==> config.mk <==
export PLATFORM = sky130hd
export DESIGN_NAME = cfr_rx_flags
export DESIGN_NICKNAME = d
export VERILOG_FILES = /design/src/cfr_pkg.sv /design/src/cfr_rx_mem.sv /design/src/cfr_rx_flags.sv
export SDC_FILE = /design/constraint.sdc
export NUM_CORES = 1
export LEC_CHECK = 0
export BUFFER_PORTS_ARGS = -buffer_cell sky130_fd_sc_hd__buf_2
export CAP_MARGIN = 15
export CORE_MARGIN = 3
export CORE_UTILIZATION = 50
export DETAILED_ROUTE_END_ITERATION = 12
export MAX_ROUTING_LAYER = met4
export PLACE_DENSITY = 0.7
export SYNTH_ARGS = -nofsm -noshare
export SYNTH_HDL_FRONTEND = slang
export SYNTH_SLANG_ARGS = --single-unit
==> constraint.sdc <==
create_clock -name clk -period 2.5 [get_ports clk]
set_clock_uncertainty 0.15 [all_clocks]
set_input_delay 0.375 -clock clk [delete_from_list [all_inputs] [get_ports clk]]
set_output_delay 0.375 -clock clk [all_outputs]
set_load 0.02 [all_outputs]
==> src/cfr_pkg.sv <==
// Constants for the CAN receive flag and receive interrupt enable block
//
// Contract
// - Overrun sets flag bit 1; error interrupt pends while set unless masked.
// - Receive-full bit 0 sets only when a good message reaches the foreground slot.
// - While receive-full is set, no FIFO entry moves into the foreground buffer.
// - Receive interrupt pends while receive-full and its enable are both set.
// - Bus-off only when transmit errors exceed 255; receiver state also shows it.
// - Leaving bus-off switches the reported receiver state to OK at once.
// - Eight-bit interrupt enable register at index 0x05, reset value all zeros.
// - Enable register readable anytime, writable only outside initialization mode.
// - Request and acknowledge both set force the enable register bits outside the state enables to reset.
// - Receiver and transmitter state enable bits survive initialization mode.
// - Fixed 64-register window at a system-level base plus offset.
package cfr_pkg;
    // Register indexes; byte address is four times the index
    localparam logic [5:0] IDX_CTRL = 6'h01;
    localparam logic [5:0] IDX_FLAGS = 6'h04;
    localparam logic [5:0] IDX_IRQ_EN = 6'h05;
    localparam logic [5:0] IDX_RX_DATA = 6'h10;
    localparam int WINDOW_REGS = 64;
    // Field positions shared by flag and enable registers, then the control register bits
    localparam int B_RXF = 0;
    localparam int B_OVR = 1;
    localparam int B_TST_LO = 2;
    localparam int B_TST_HI = 3;
    localparam int B_RST_LO = 4;
    localparam int B_RST_HI = 5;
    localparam int B_CSC = 6;
    localparam int B_WUP = 7;
    localparam int B_INIT_RQ = 0;
    localparam int B_INIT_AK = 1;
    // Bits of the enable register that initialization mode leaves alone
    localparam logic [7:0] IRQ_EN_KEEP_MASK = 8'h3C;
    localparam logic [7:0] IRQ_EN_RESET = 8'h00;
    localparam logic [7:0] FLAGS_W1C_MASK = 8'hC3;
    // Error counter thresholds
    localparam logic [8:0] BUS_OFF_LIMIT = 9'h0FF;
    localparam logic [8:0] WARN_LIMIT = 9'h060;
    localparam logic [8:0] PASSIVE_LIMIT = 9'h07F;
    // Reported state codes
    localparam logic [1:0] ST_OK = 2'h0;
    localparam logic [1:0] ST_WARN = 2'h1;
    localparam logic [1:0] ST_PASSIVE = 2'h2;
    localparam logic [1:0] ST_BUS_OFF = 2'h3;
    // AXI responses
    localparam logic [1:0] RESP_OKAY = 2'h0;
    localparam logic [1:0] RESP_DECERR = 2'h3;
endpackage : cfr_pkg

==> src/cfr_rx_mem.sv <==
// Storage for the receive FIFO entries behind the foreground buffer
`timescale 1ns/10ps
`default_nettype none
module cfr_rx_mem #(
    parameter int WIDTH = 32,
    parameter int AW = 2
) (
    input wire logic clk,
    input wire logic wr_en,
    input wire logic [AW-1:0] wr_addr,
    input wire logic [WIDTH-1:0] wr_data,
    input wire logic [AW-1:0] rd_addr,
    output logic [WIDTH-1:0] rd_data
);
    logic [WIDTH-1:0] mem [0:(1<<AW)-1];

    // Write port; no reset, contents are only read after being written
    always_ff @(posedge clk)
    begin
        if (wr_en)
        begin
            mem[wr_addr] <= wr_data;
        end
    end

    // Registered read port
    always_ff @(posedge clk)
    begin
        rd_data <= mem[rd_addr];
    end
endmodule : cfr_rx_mem
`default_nettype wire

==> src/cfr_rx_flags.sv <==
// Receive flags, receive FIFO front end and receive interrupt enable over AXI4-Lite
//
// Register access over AXI4-Lite was left to the implementer.
`timescale 1ns/10ps
`default_nettype none
module cfr_rx_flags #(
    parameter int ADDR_W = 12,
    parameter int MSG_W = 32,
    parameter int FIFO_AW = 2
) (
    input wire logic clk,
    input wire logic arst_n,
    input wire logic [ADDR_W-1:0] s_axi_awaddr,
    input wire logic s_axi_awvalid,
    output logic s_axi_awready,
    input wire logic [31:0] s_axi_wdata,
    input wire logic [3:0] s_axi_wstrb,
    input wire logic s_axi_wvalid,
    output logic s_axi_wready,
    output logic [1:0] s_axi_bresp,
    output logic s_axi_bvalid,
    input wire logic s_axi_bready,
    input wire logic [ADDR_W-1:0] s_axi_araddr,
    input wire logic s_axi_arvalid,
    output logic s_axi_arready,
    output logic [31:0] s_axi_rdata,
    output logic [1:0] s_axi_rresp,
    output logic s_axi_rvalid,
    input wire logic s_axi_rready,
    input wire logic rx_msg_valid,
    input wire logic rx_msg_ok,
    input wire logic [MSG_W-1:0] rx_msg_data,
    input wire logic [8:0] rx_err_count,
    input wire logic [8:0] tx_err_count,
    input wire logic wakeup_event,
    input wire logic init_done,
    output logic init_request,
    output logic bus_off,
    output logic rx_irq,
    output logic err_irq,
    output logic irq
);
    localparam int DEPTH = 1 << FIFO_AW;

    logic aw_held_r, w_held_r;
    logic [5:0] aw_idx_r;
    logic aw_in_win_r;
    logic [31:0] wdata_r;
    logic [3:0] wstrb_r;
    logic do_write;
    logic [7:0] flags_r, irq_en_r;
    logic init_ack_r;
    logic [MSG_W-1:0] fg_buf_r, mem_rd_data;
    logic [FIFO_AW-1:0] wr_ptr_r, rd_ptr_r;
    logic [FIFO_AW:0] count_r;
    logic pop_pend_r, push, start_pop, overrun;
    logic [1:0] rx_state_r, tx_state_r, rx_state_nxt, tx_state_nxt;
    logic bus_off_nxt;
    logic [7:0] flags_w1c;

    // Register index decode, shared by read and write paths
    function automatic logic in_window(input logic [ADDR_W-1:0] a);
        return a < ADDR_W'(cfr_pkg::WINDOW_REGS * 4);
    endfunction : in_window

    function automatic logic [5:0] reg_idx(input logic [ADDR_W-1:0] a);
        return a[7:2];
    endfunction : reg_idx

    ////////////////////////////////////////////////////////////////////////
    // AXI4-Lite write channel

    // Address and data are taken independently, in either order
    always_ff @(posedge clk or negedge arst_n)
    begin
        if (!arst_n)
        begin
            aw_held_r <= 1'b0;
            aw_idx_r <= 6'h00;
            aw_in_win_r <= 1'b0;
        end
        else if (s_axi_awvalid && s_axi_awready)
        begin
            aw_held_r <= 1'b1;
            aw_idx_r <= reg_idx(s_axi_awaddr);
            aw_in_win_r <= in_window(s_axi_awaddr);
        end
        else if (do_write)
        begin
            aw_held_r <= 1'b0;
        end
    end

    always_ff @(posedge clk or negedge arst_n)
    begin
        if (!arst_n)
        begin
            w_held_r <= 1'b0;
            wdata_r <= 32'h0000_0000;
            wstrb_r <= 4'h0;
        end
        else if (s_axi_wvalid && s_axi_wready)
        begin
            w_held_r <= 1'b1;
            wdata_r <= s_axi_wdata;
            wstrb_r <= s_axi_wstrb;
        end
        else if (do_write)
        begin
            w_held_r <= 1'b0;
        end
    end

    // Ready drops once a channel is held, so only one write is in flight
    always_ff @(posedge clk or negedge arst_n)
    begin
        if (!arst_n)
        begin
            s_axi_awready <= 1'b0;
            s_axi_wready <= 1'b0;
        end
        else
        begin
            s_axi_awready <= !aw_held_r && !(s_axi_awvalid && s_axi_awready) && !s_axi_bvalid;
            s_axi_wready <= !w_held_r && !(s_axi_wvalid && s_axi_wready) && !s_axi_bvalid;
        end
    end

    assign do_write = aw_held_r && w_held_r && !s_axi_bvalid;

    // Response follows both halves; outside the window gives DECERR
    always_ff @(posedge clk or negedge arst_n)
    begin
        if (!arst_n)
        begin
            s_axi_bvalid <= 1'b0;
            s_axi_bresp <= cfr_pkg::RESP_OKAY;
        end
        else if (do_write)
        begin
            s_axi_bvalid <= 1'b1;
            s_axi_bresp <= aw_in_win_r ? cfr_pkg::RESP_OKAY : cfr_pkg::RESP_DECERR;
        end
        else if (s_axi_bready)
        begin
            s_axi_bvalid <= 1'b0;
        end
    end

    ////////////////////////////////////////////////////////////////////////
    // Control: initialization request and acknowledge

    always_ff @(posedge clk or negedge arst_n)
    begin
        if (!arst_n)
        begin
            init_request <= 1'b0;
        end
        else if (do_write && aw_in_win_r && aw_idx_r == cfr_pkg::IDX_CTRL && wstrb_r[0])
        begin
            init_request <= wdata_r[cfr_pkg::B_INIT_RQ];
        end
    end

    // Acknowledge tracks the request once the bit engine reports it is idle
    always_ff @(posedge clk or negedge arst_n)
    begin
        if (!arst_n)
        begin
            init_ack_r <= 1'b0;
        end
        else
        begin
            init_ack_r <= init_request ? (init_ack_r || init_done) : 1'b0;
        end
    end

    ////////////////////////////////////////////////////////////////////////
    // Interrupt enable register

    always_ff @(posedge clk or negedge arst_n)
    begin
        if (!arst_n)
        begin
            irq_en_r <= cfr_pkg::IRQ_EN_RESET;
        end
        else if (init_request && init_ack_r)
        begin
            // State enables are kept through initialization mode
            irq_en_r <= (irq_en_r & cfr_pkg::IRQ_EN_KEEP_MASK)
                | (cfr_pkg::IRQ_EN_RESET & ~cfr_pkg::IRQ_EN_KEEP_MASK);
        end
        else if (do_write && aw_in_win_r && aw_idx_r == cfr_pkg::IDX_IRQ_EN && wstrb_r[0]
            && !init_request && !init_ack_r)
        begin
            irq_en_r <= wdata_r[7:0];
        end
    end

    ////////////////////////////////////////////////////////////////////////
    // Receive FIFO and foreground buffer

    assign push = rx_msg_valid && rx_msg_ok && (count_r != (FIFO_AW+1)'(DEPTH));
    assign overrun = rx_msg_valid && rx_msg_ok && (count_r == (FIFO_AW+1)'(DEPTH));
    // No shift while the foreground slot is still owned by the host
    assign start_pop = !flags_r[cfr_pkg::B_RXF] && !pop_pend_r && count_r != '0;

    cfr_rx_mem #(
        .WIDTH(MSG_W),
        .AW(FIFO_AW)
    ) u_mem (
        .clk(clk),
        .wr_en(push),
        .wr_addr(wr_ptr_r),
        .wr_data(rx_msg_data),
        .rd_addr(rd_ptr_r),
        .rd_data(mem_rd_data)
    );

    // Pointers; an entry leaves the count when it lands in the foreground
    always_ff @(posedge clk or negedge arst_n)
    begin
        if (!arst_n)
        begin
            wr_ptr_r <= '0;
            rd_ptr_r <= '0;
            count_r <= '0;
            pop_pend_r <= 1'b0;
        end
        else
        begin
            pop_pend_r <= start_pop;
            if (push)
            begin
                wr_ptr_r <= wr_ptr_r + 1'b1;
            end
            if (pop_pend_r)
            begin
                rd_ptr_r <= rd_ptr_r + 1'b1;
            end
            count_r <= count_r + (FIFO_AW+1)'(push) - (FIFO_AW+1)'(pop_pend_r);
        end
    end

    always_ff @(posedge clk or negedge arst_n)
    begin
        if (!arst_n)
        begin
            fg_buf_r <= '0;
        end
        else if (pop_pend_r)
        begin
            fg_buf_r <= mem_rd_data;
        end
    end

    ////////////////////////////////////////////////////////////////////////
    // Error states and bus-off

    always_comb
    begin
        bus_off_nxt = tx_err_count > cfr_pkg::BUS_OFF_LIMIT;
        if (bus_off_nxt)
            tx_state_nxt = cfr_pkg::ST_BUS_OFF;
        else if (tx_err_count > cfr_pkg::PASSIVE_LIMIT)
            tx_state_nxt = cfr_pkg::ST_PASSIVE;
        else if (tx_err_count > cfr_pkg::WARN_LIMIT)
            tx_state_nxt = cfr_pkg::ST_WARN;
        else
            tx_state_nxt = cfr_pkg::ST_OK;
        if (bus_off_nxt)
            rx_state_nxt = cfr_pkg::ST_BUS_OFF;
        else if (bus_off)
            rx_state_nxt = cfr_pkg::ST_OK;
        else if (rx_err_count > cfr_pkg::PASSIVE_LIMIT)
            rx_state_nxt = cfr_pkg::ST_PASSIVE;
        else if (rx_err_count > cfr_pkg::WARN_LIMIT)
            rx_state_nxt = cfr_pkg::ST_WARN;
        else
            rx_state_nxt = cfr_pkg::ST_OK;
    end

    always_ff @(posedge clk or negedge arst_n)
    begin
        if (!arst_n)
        begin
            bus_off <= 1'b0;
            rx_state_r <= cfr_pkg::ST_OK;
            tx_state_r <= cfr_pkg::ST_OK;
        end
        else
        begin
            bus_off <= bus_off_nxt;
            rx_state_r <= rx_state_nxt;
            tx_state_r <= tx_state_nxt;
        end
    end

    ////////////////////////////////////////////////////////////////////////
    // Sticky flags and state fields that follow the state each cycle; for a sticky flag a set in the same cycle as a clear wins

    assign flags_w1c = (do_write && aw_in_win_r && aw_idx_r == cfr_pkg::IDX_FLAGS && wstrb_r[0])
        ? (wdata_r[7:0] & cfr_pkg::FLAGS_W1C_MASK) : 8'h00;

    always_ff @(posedge clk or negedge arst_n)
    begin
        if (!arst_n)
        begin
            flags_r <= 8'h00;
        end
        else
        begin
            flags_r[cfr_pkg::B_RXF] <= pop_pend_r
                || (flags_r[cfr_pkg::B_RXF] && !flags_w1c[cfr_pkg::B_RXF]);
            flags_r[cfr_pkg::B_OVR] <= overrun
                || (flags_r[cfr_pkg::B_OVR] && !flags_w1c[cfr_pkg::B_OVR]);
            flags_r[cfr_pkg::B_WUP] <= wakeup_event
                || (flags_r[cfr_pkg::B_WUP] && !flags_w1c[cfr_pkg::B_WUP]);
            flags_r[cfr_pkg::B_CSC] <= (rx_state_nxt != rx_state_r) || (tx_state_nxt != tx_state_r)
                || (flags_r[cfr_pkg::B_CSC] && !flags_w1c[cfr_pkg::B_CSC]);
            flags_r[cfr_pkg::B_RST_HI:cfr_pkg::B_RST_LO] <= rx_state_nxt;
            flags_r[cfr_pkg::B_TST_HI:cfr_pkg::B_TST_LO] <= tx_state_nxt;
        end
    end

    // Requests are flag AND enable, registered every cycle
    always_ff @(posedge clk or negedge arst_n)
    begin
        if (!arst_n)
        begin
            rx_irq <= 1'b0;
            err_irq <= 1'b0;
            irq <= 1'b0;
        end
        else
        begin
            rx_irq <= flags_r[cfr_pkg::B_RXF] && irq_en_r[cfr_pkg::B_RXF];
            err_irq <= flags_r[cfr_pkg::B_OVR] && irq_en_r[cfr_pkg::B_OVR];
            irq <= |(flags_r & irq_en_r & cfr_pkg::FLAGS_W1C_MASK);
        end
    end

    ////////////////////////////////////////////////////////////////////////
    // AXI4-Lite read channel

    // One read at a time; data come one cycle after the address
    always_ff @(posedge clk or negedge arst_n)
    begin
        if (!arst_n)
        begin
            s_axi_arready <= 1'b0;
            s_axi_rvalid <= 1'b0;
            s_axi_rdata <= 32'h0000_0000;
            s_axi_rresp <= cfr_pkg::RESP_OKAY;
        end
        else if (s_axi_arvalid && s_axi_arready)
        begin
            s_axi_arready <= 1'b0;
            s_axi_rvalid <= 1'b1;
            s_axi_rresp <= in_window(s_axi_araddr) ? cfr_pkg::RESP_OKAY : cfr_pkg::RESP_DECERR;
            if (!in_window(s_axi_araddr))
                s_axi_rdata <= 32'h0000_0000;
            else if (reg_idx(s_axi_araddr) == cfr_pkg::IDX_FLAGS)
                s_axi_rdata <= {24'h000000, flags_r};
            else if (reg_idx(s_axi_araddr) == cfr_pkg::IDX_IRQ_EN)
                s_axi_rdata <= {24'h000000, irq_en_r};
            else if (reg_idx(s_axi_araddr) == cfr_pkg::IDX_CTRL)
                s_axi_rdata <= {30'h00000000, init_ack_r, init_request};
            else if (reg_idx(s_axi_araddr) == cfr_pkg::IDX_RX_DATA)
                s_axi_rdata <= 32'(fg_buf_r);
            else
                s_axi_rdata <= 32'h0000_0000;
        end
        else if (s_axi_rvalid)
        begin
            if (s_axi_rready)
            begin
                s_axi_rvalid <= 1'b0;
            end
        end
        else
        begin
            s_axi_arready <= 1'b1;
        end
    end
endmodule : cfr_rx_flags
`default_nettype wire

Word-level counts from Yosys, hierarchy flattened
Memory sizes are Yosys's and may differ from the RTL's. A register that Yosys moved wholly into a read port is not among the register bits. Cells that the tools add are included.

Flip-flop bits (word level): 125. Bits in writable memories: 128. Logic and storage cells: 142. Memories: 1.

Add/sub/neg operators: 4. $lt $le $gt $ge: 7. Equal/unequal tests: 12. Mux-type cells: 30. Bitwise gates (word level): 2. Reductions and logical operators: 56.

Memory list: u_mem.mem (depth 4, bits a word 32, rd ports 1, clocked after Yosys merged registers in 1, write ports 1, line cfr_rx_mem.sv:15) `logic [WIDTH-1:0] mem [0:(1<<AW)-1];`.

Operator list (count): $mux 32 (5); $gt 9x7->1 const B (4); $logic_and 1x1->1 (30); $eq 6x3->1 const B (4); $lt 12x9->1 const B (2); $mux 8 (3); $mux 1 (15); $mux 2 (7); $logic_not 1->1 (13); $eq 6x1->1 const B (2); $gt 9x8->1 const B (1); $and 8x8->8 (1); $reduce_bool 2->1 (4); $eq 6x5->1 const B (1); $logic_or 1x1->1 (6); $add 2x1->2 const B (2); $ne 2x2->1 (2); $reduce_or 4->1 (1); $add 3x1->3 (1); $eq 3x3->1 const B (1); $ne 3x3->1 const B (1); $reduce_bool 3->1 (1); $sub 3x1->3 (1); $ne 2x1->1 const B (1); 2 further kinds (2).

Longest topological paths before layout
Word-level depth: 9. Gate-level depth with buffers: 10.

Hierarchy
A second synthesis with hierarchy kept.

Cell total of the unflattened synthesis: 559. Area total of the unflattened synthesis: 10107.2 um^2.

Modules (own cells, without submodules): cfr_rx_mem (instances 1, cells an instance 203, area each 5330.1 um^2); cfr_rx_flags (instances 1, cells an instance 356, area each 4777.1 um^2).

Worst setup path before layout
OpenSTA, ideal clock, no wires.

Path kind: reg2reg. Start point: register count_r[1]. End point: register count_r[2]. Library setup time: 0.125 ns. Arrival time: 1.996 ns. Required time: 2.225 ns. Setup slack: 0.229 ns. Stages on the path, launching flop included: 11. Path through: dfrtp_1 > nor2_1 > a21oi_1 > inv_1 > ha_1 > inv_1 > ha_1 > inv_1 > fa_1 > xnor2_1 > xnor2_1.

Word-level cells in the longest chain between the ends: 4.

Ends and longest elaborated chain: start: declaration (line cfr_rx_flags.sv:55) `logic [FIFO_AW:0] count_r;`; start signal: assignment (line cfr_rx_flags.sv:241) `count_r <= count_r + (FIFO_AW+1)'(push) - (FIFO_AW+1)'(pop_pend_r);`; $ne 3x3->1 (line cfr_rx_flags.sv:203) `assign push = rx_msg_valid && rx_msg_ok && (count_r != (FIFO_AW+1)'(DEPTH));`; $logic_and 1x1->1 (line cfr_rx_flags.sv:203); $add 3x1->3 * (line cfr_rx_flags.sv:241); $sub 3x1->3 * (line cfr_rx_flags.sv:241).

Mark *: on every way between the ends. The rest lies on a longest branch, timed or not. A chain may end at the register's enable or synchronous reset.

Worst setup path after layout
Ends and elaborated chain as after synthesis.

==> summary.txt <==
Global route
  • Gr ovfl total: 0
  • Pin count of the biggest net entering global routing: 45
  • Global-route wire length before repair: 32,400 um
  • Vias in the first global route: 6,174
  • Aggregate global-route resource usage: 19.12%
  • Initial antenna violation count: 0

Route
  • Final wirelength: 19,710 um
  • DRT Pass-1 Iters: 4
  • Iter 0 DRT Violations: 226
  • DRC viols: 0
  • Avg WL per Cell: 18.40 um
  • Final ANT Viol Nets: 0
  • Via density per instance: 5.212
  • Via count: 5,582

Pwr
  • Peak VDD IR: 818.7 uV
  • Leak pwr: 5.244 nW
  • Power, Total: 13.23 mW
  • Pwr/cell area: 1036 mW/mm^2

Timing
  • Setup TNS: 0 ns
  • RSZ-0062 raised after global routing: no
  • Fin crit share: 87.59%
  • Final hold viol count: 0
  • Max Freq: 456.7 MHz
  • Worst-Margin Slew: 0.8786 ns
  • Finish-stage setup viols: 0
  • Period minus WS final: 2.190 ns
  • Normalized max-slew margin: 41.43%
  • Final Max Tran Viols: 0

Critical path
  • Worst Setup SP: count_r[1]
  • Startpoint Class: register
  • FF-to-FF setup slack: 0.31 ns
  • FF-to-FF path depth: 10
  • Crit path max fanout: 4
  • Worst reg2reg path startpoint: count_r[1]
  • Worst EP required: 2.80 ns
  • Critical path capture point type: register
  • R2r endpoint: count_r[2]
  • Crit path DAT: 2.49 ns
  • CP Class: register to register
  • Worst Setup EP: count_r[2]

CTS
  • Skew-Pair Late Insertion Delay: 0.55 ns
  • Largest buffer count on any clock path: 3
  • CTS Buf Count: 28
  • Clk slew on worst S/H paths: 0.06 ns
  • Clock sink count: 279
  • TritonCTS clock tree: done
  • Post-CTS Setup Bufs: 0
  • PostCTS Resize Cnt: 0
  • Root Buffer: clkbuf_16
  • H-tree levels: 1

Logic synthesis
  • Ys flop type: edfxtp_1
  • Top area cells in the synthesized netlist: edfxtp_1 38%, dfrtp_1 30%, mux4_2 7.2%
  • Net count of the mapped netlist: 699
  • Post-synth EDFFs: 128
  • Sequential element share of the synthesized area: 74.23%
  • Mapped Avg Cell Area: 17.60 um^2
  • Mapped Area: 0.01005 mm^2
  • Post-synth top area cell: edfxtp_1
  • Synth warn: 0
  • Area fraction of the dominant cell type after synthesis: 38.24%
  • Count of cell types in the netlist: 46
  • Flops & latches, synth: 279
  • Post-Syn Instances: 571
  • Async SR Flop Fraction: 42.65%

Final layout
  • Nets: 912
  • Synthesis-to-layout area growth: 27.06%
  • Diode count: 0
  • Layout cells sized above 1: 36.48%

Placed design
  • I/O Buffers: 135
  • Post-DP HPWL: 11,790 um
  • Routability cong.: 0.8822

Floorplanning
  • CORE AREA: 0.01959 mm^2
  • I/O pins: 167
  • Die Wd: 147.8 um
  • Row count: 51
  • Die H: 147.8 um
  • Die area: 0.02184 mm^2
  • Initial core utilization: 51.31%

Worst hold path
  • Worst Hold Class: input port to register

Run
  • Max-cap check violation count: 0

Run status
  • Run status: finished, final reports clean
## Yosys cell counts, types with 2 or more instances
library cell and instances:
nor2b_1 2, ha_1 6, a21oi_1 6, o21a_1 2
or4_1 2, inv_1 12, clkbuf_1 15, buf_2 5
nand2b_1 6, and2_1 6, o21ai_0 24, mux4_2 32
nor2_1 12, nand3b_1 2, xnor2_1 6, a22o_1 31
buf_4 2, nor4_1 2, xor2_1 3, dfrtp_1 119
o31ai_1 3, mux2_4 2, edfxtp_1 128, dfxtp_1 32
nor3_1 5, nand2_1 35, nand4_1 2, a21o_1 2
mux2_2 50
## worst min path at each step
stage                         start    endpoint  slack [ns]  cells after the start
floorplan                    arst_n   aw_held_r       -0.07                      0
global placement             arst_n  wdata_r[3]        0.22                      1
detailed placement           arst_n  init_ack_r        0.22                      1
CTS                    rx_msg_valid  flags_r[1]      0.0004                      3
global route        rx_err_count[5]  flags_r[4]        0.01                      3
finish                 rx_msg_valid  flags_r[1]       0.007                      3
## report_power, final
| part | total (mW) | internal (mW) | switching (mW) |
|---|---|---|---|
| logic | 2.29 | 1.31 | 0.976 |
| clock network | 4.43 | 2.72 | 1.71 |
| registers | 6.52 | 5.86 | 0.651 |
## cells in the final DEF, fill, tap and decap left out, drive strengths merged, types with 2 or more instances in the layout
cell type and instances:
a21o 2, a21oi 6, a22o 31, and2 6
buf 146, bufinv 3, clkbuf 40, clkinv 8
dfrtp 119, dfxtp 32, dlygate4sd3 61, edfxtp 128
ha 6, inv 13, mux2 52, mux4 32
nand2 35, nand2b 6, nand3b 2, nand4 2
nor2 12, nor2b 2, nor3 6, nor4 2
o21a 2, o21ai 24, o31ai 3, or4 3
xnor2 6, xor2 3
## sequential cells by signal, summed over array words and instances (netlist names), 2 cells and up
signal         flops
wdata_r            8
u_mem.mem        128
fg_buf_r          32
wr_ptr_r           2
rd_ptr_r           2
irq_en_r           8
count_r            3
u_mem.rd_data     32
aw_idx_r           6
s_axi_rdata       32
flags_r            8
## critical path, stage by stage (launching register included)
cell,delay [ns]
dfrtp_1,0.43
nor2_1,0.09
a21oi_1,0.18
inv_1,0.07
ha_1,0.27
inv_1,0.06
ha_1,0.13
inv_1,0.05
fa_1,0.37
xnor2_1,0.18
xnor2_1,0.14
## layer usage
layer	vias to the layer above	global-route usage, %	wire, um
met5	-	-	0
met4	0	3.914	300
met3	29	3.280	1113
met2	162	33.04	9991
met1	2816	24.19	8302
li1	2575	-	-
## area by class of cell
type,count,area (um^2)
Timing Repair Buffer,207,1459
Inverter,12,45.04
Sequential cell,279,7466
Multi-Input combinational cell,256,2440
Clock buffer,40,858.3
Fill cell,1357,6818
Clock inverter,12,172.7
Tap cell,265,331.6
## per-stage QoR
stage / cells / setup slack [ns] / hold slack, ns / area, um^2 / utilization [%]
6_report: 1071 / 0.3102 / 0.007374 / 12770 / 65.20
5_1_grt: 1071 / 0.1340 / 0.01117 / 12770 / 65.20
3_5_place_dp: 958 / 0.2467 / 0.2249 / 11130 / 56.82
3_3_place_gp: 958 / 0.3192 / 0.2157 / 11130 / 56.82
4_1_cts: 1071 / 0.2921 / 0.0004243 / 12770 / 65.20
2_1_floorplan: 571 / 0.2291 / -0.07059 / 10050 / -
## timing repair
item,CTS,global route
setup endpoints to repair,0,0
hold buffers,61,0
endpoints found under the hold margin,189,0
## cell families (layout without fill, tap and decap cells)
family	after synthesis	after routing	synth area share (%)
and+or+nand+nor	84	84	4.356
adders and majority gates	7	7	0.9460
AOI/OAI and AO/OA	72	72	5.016
DFF	279	279	74.23
muxes	84	84	13.07
xor gates and xnor gates	9	9	0.7842
buffers and inverters	36	271	1.593
Note: power is estimated with default switching activity, not from simulation.
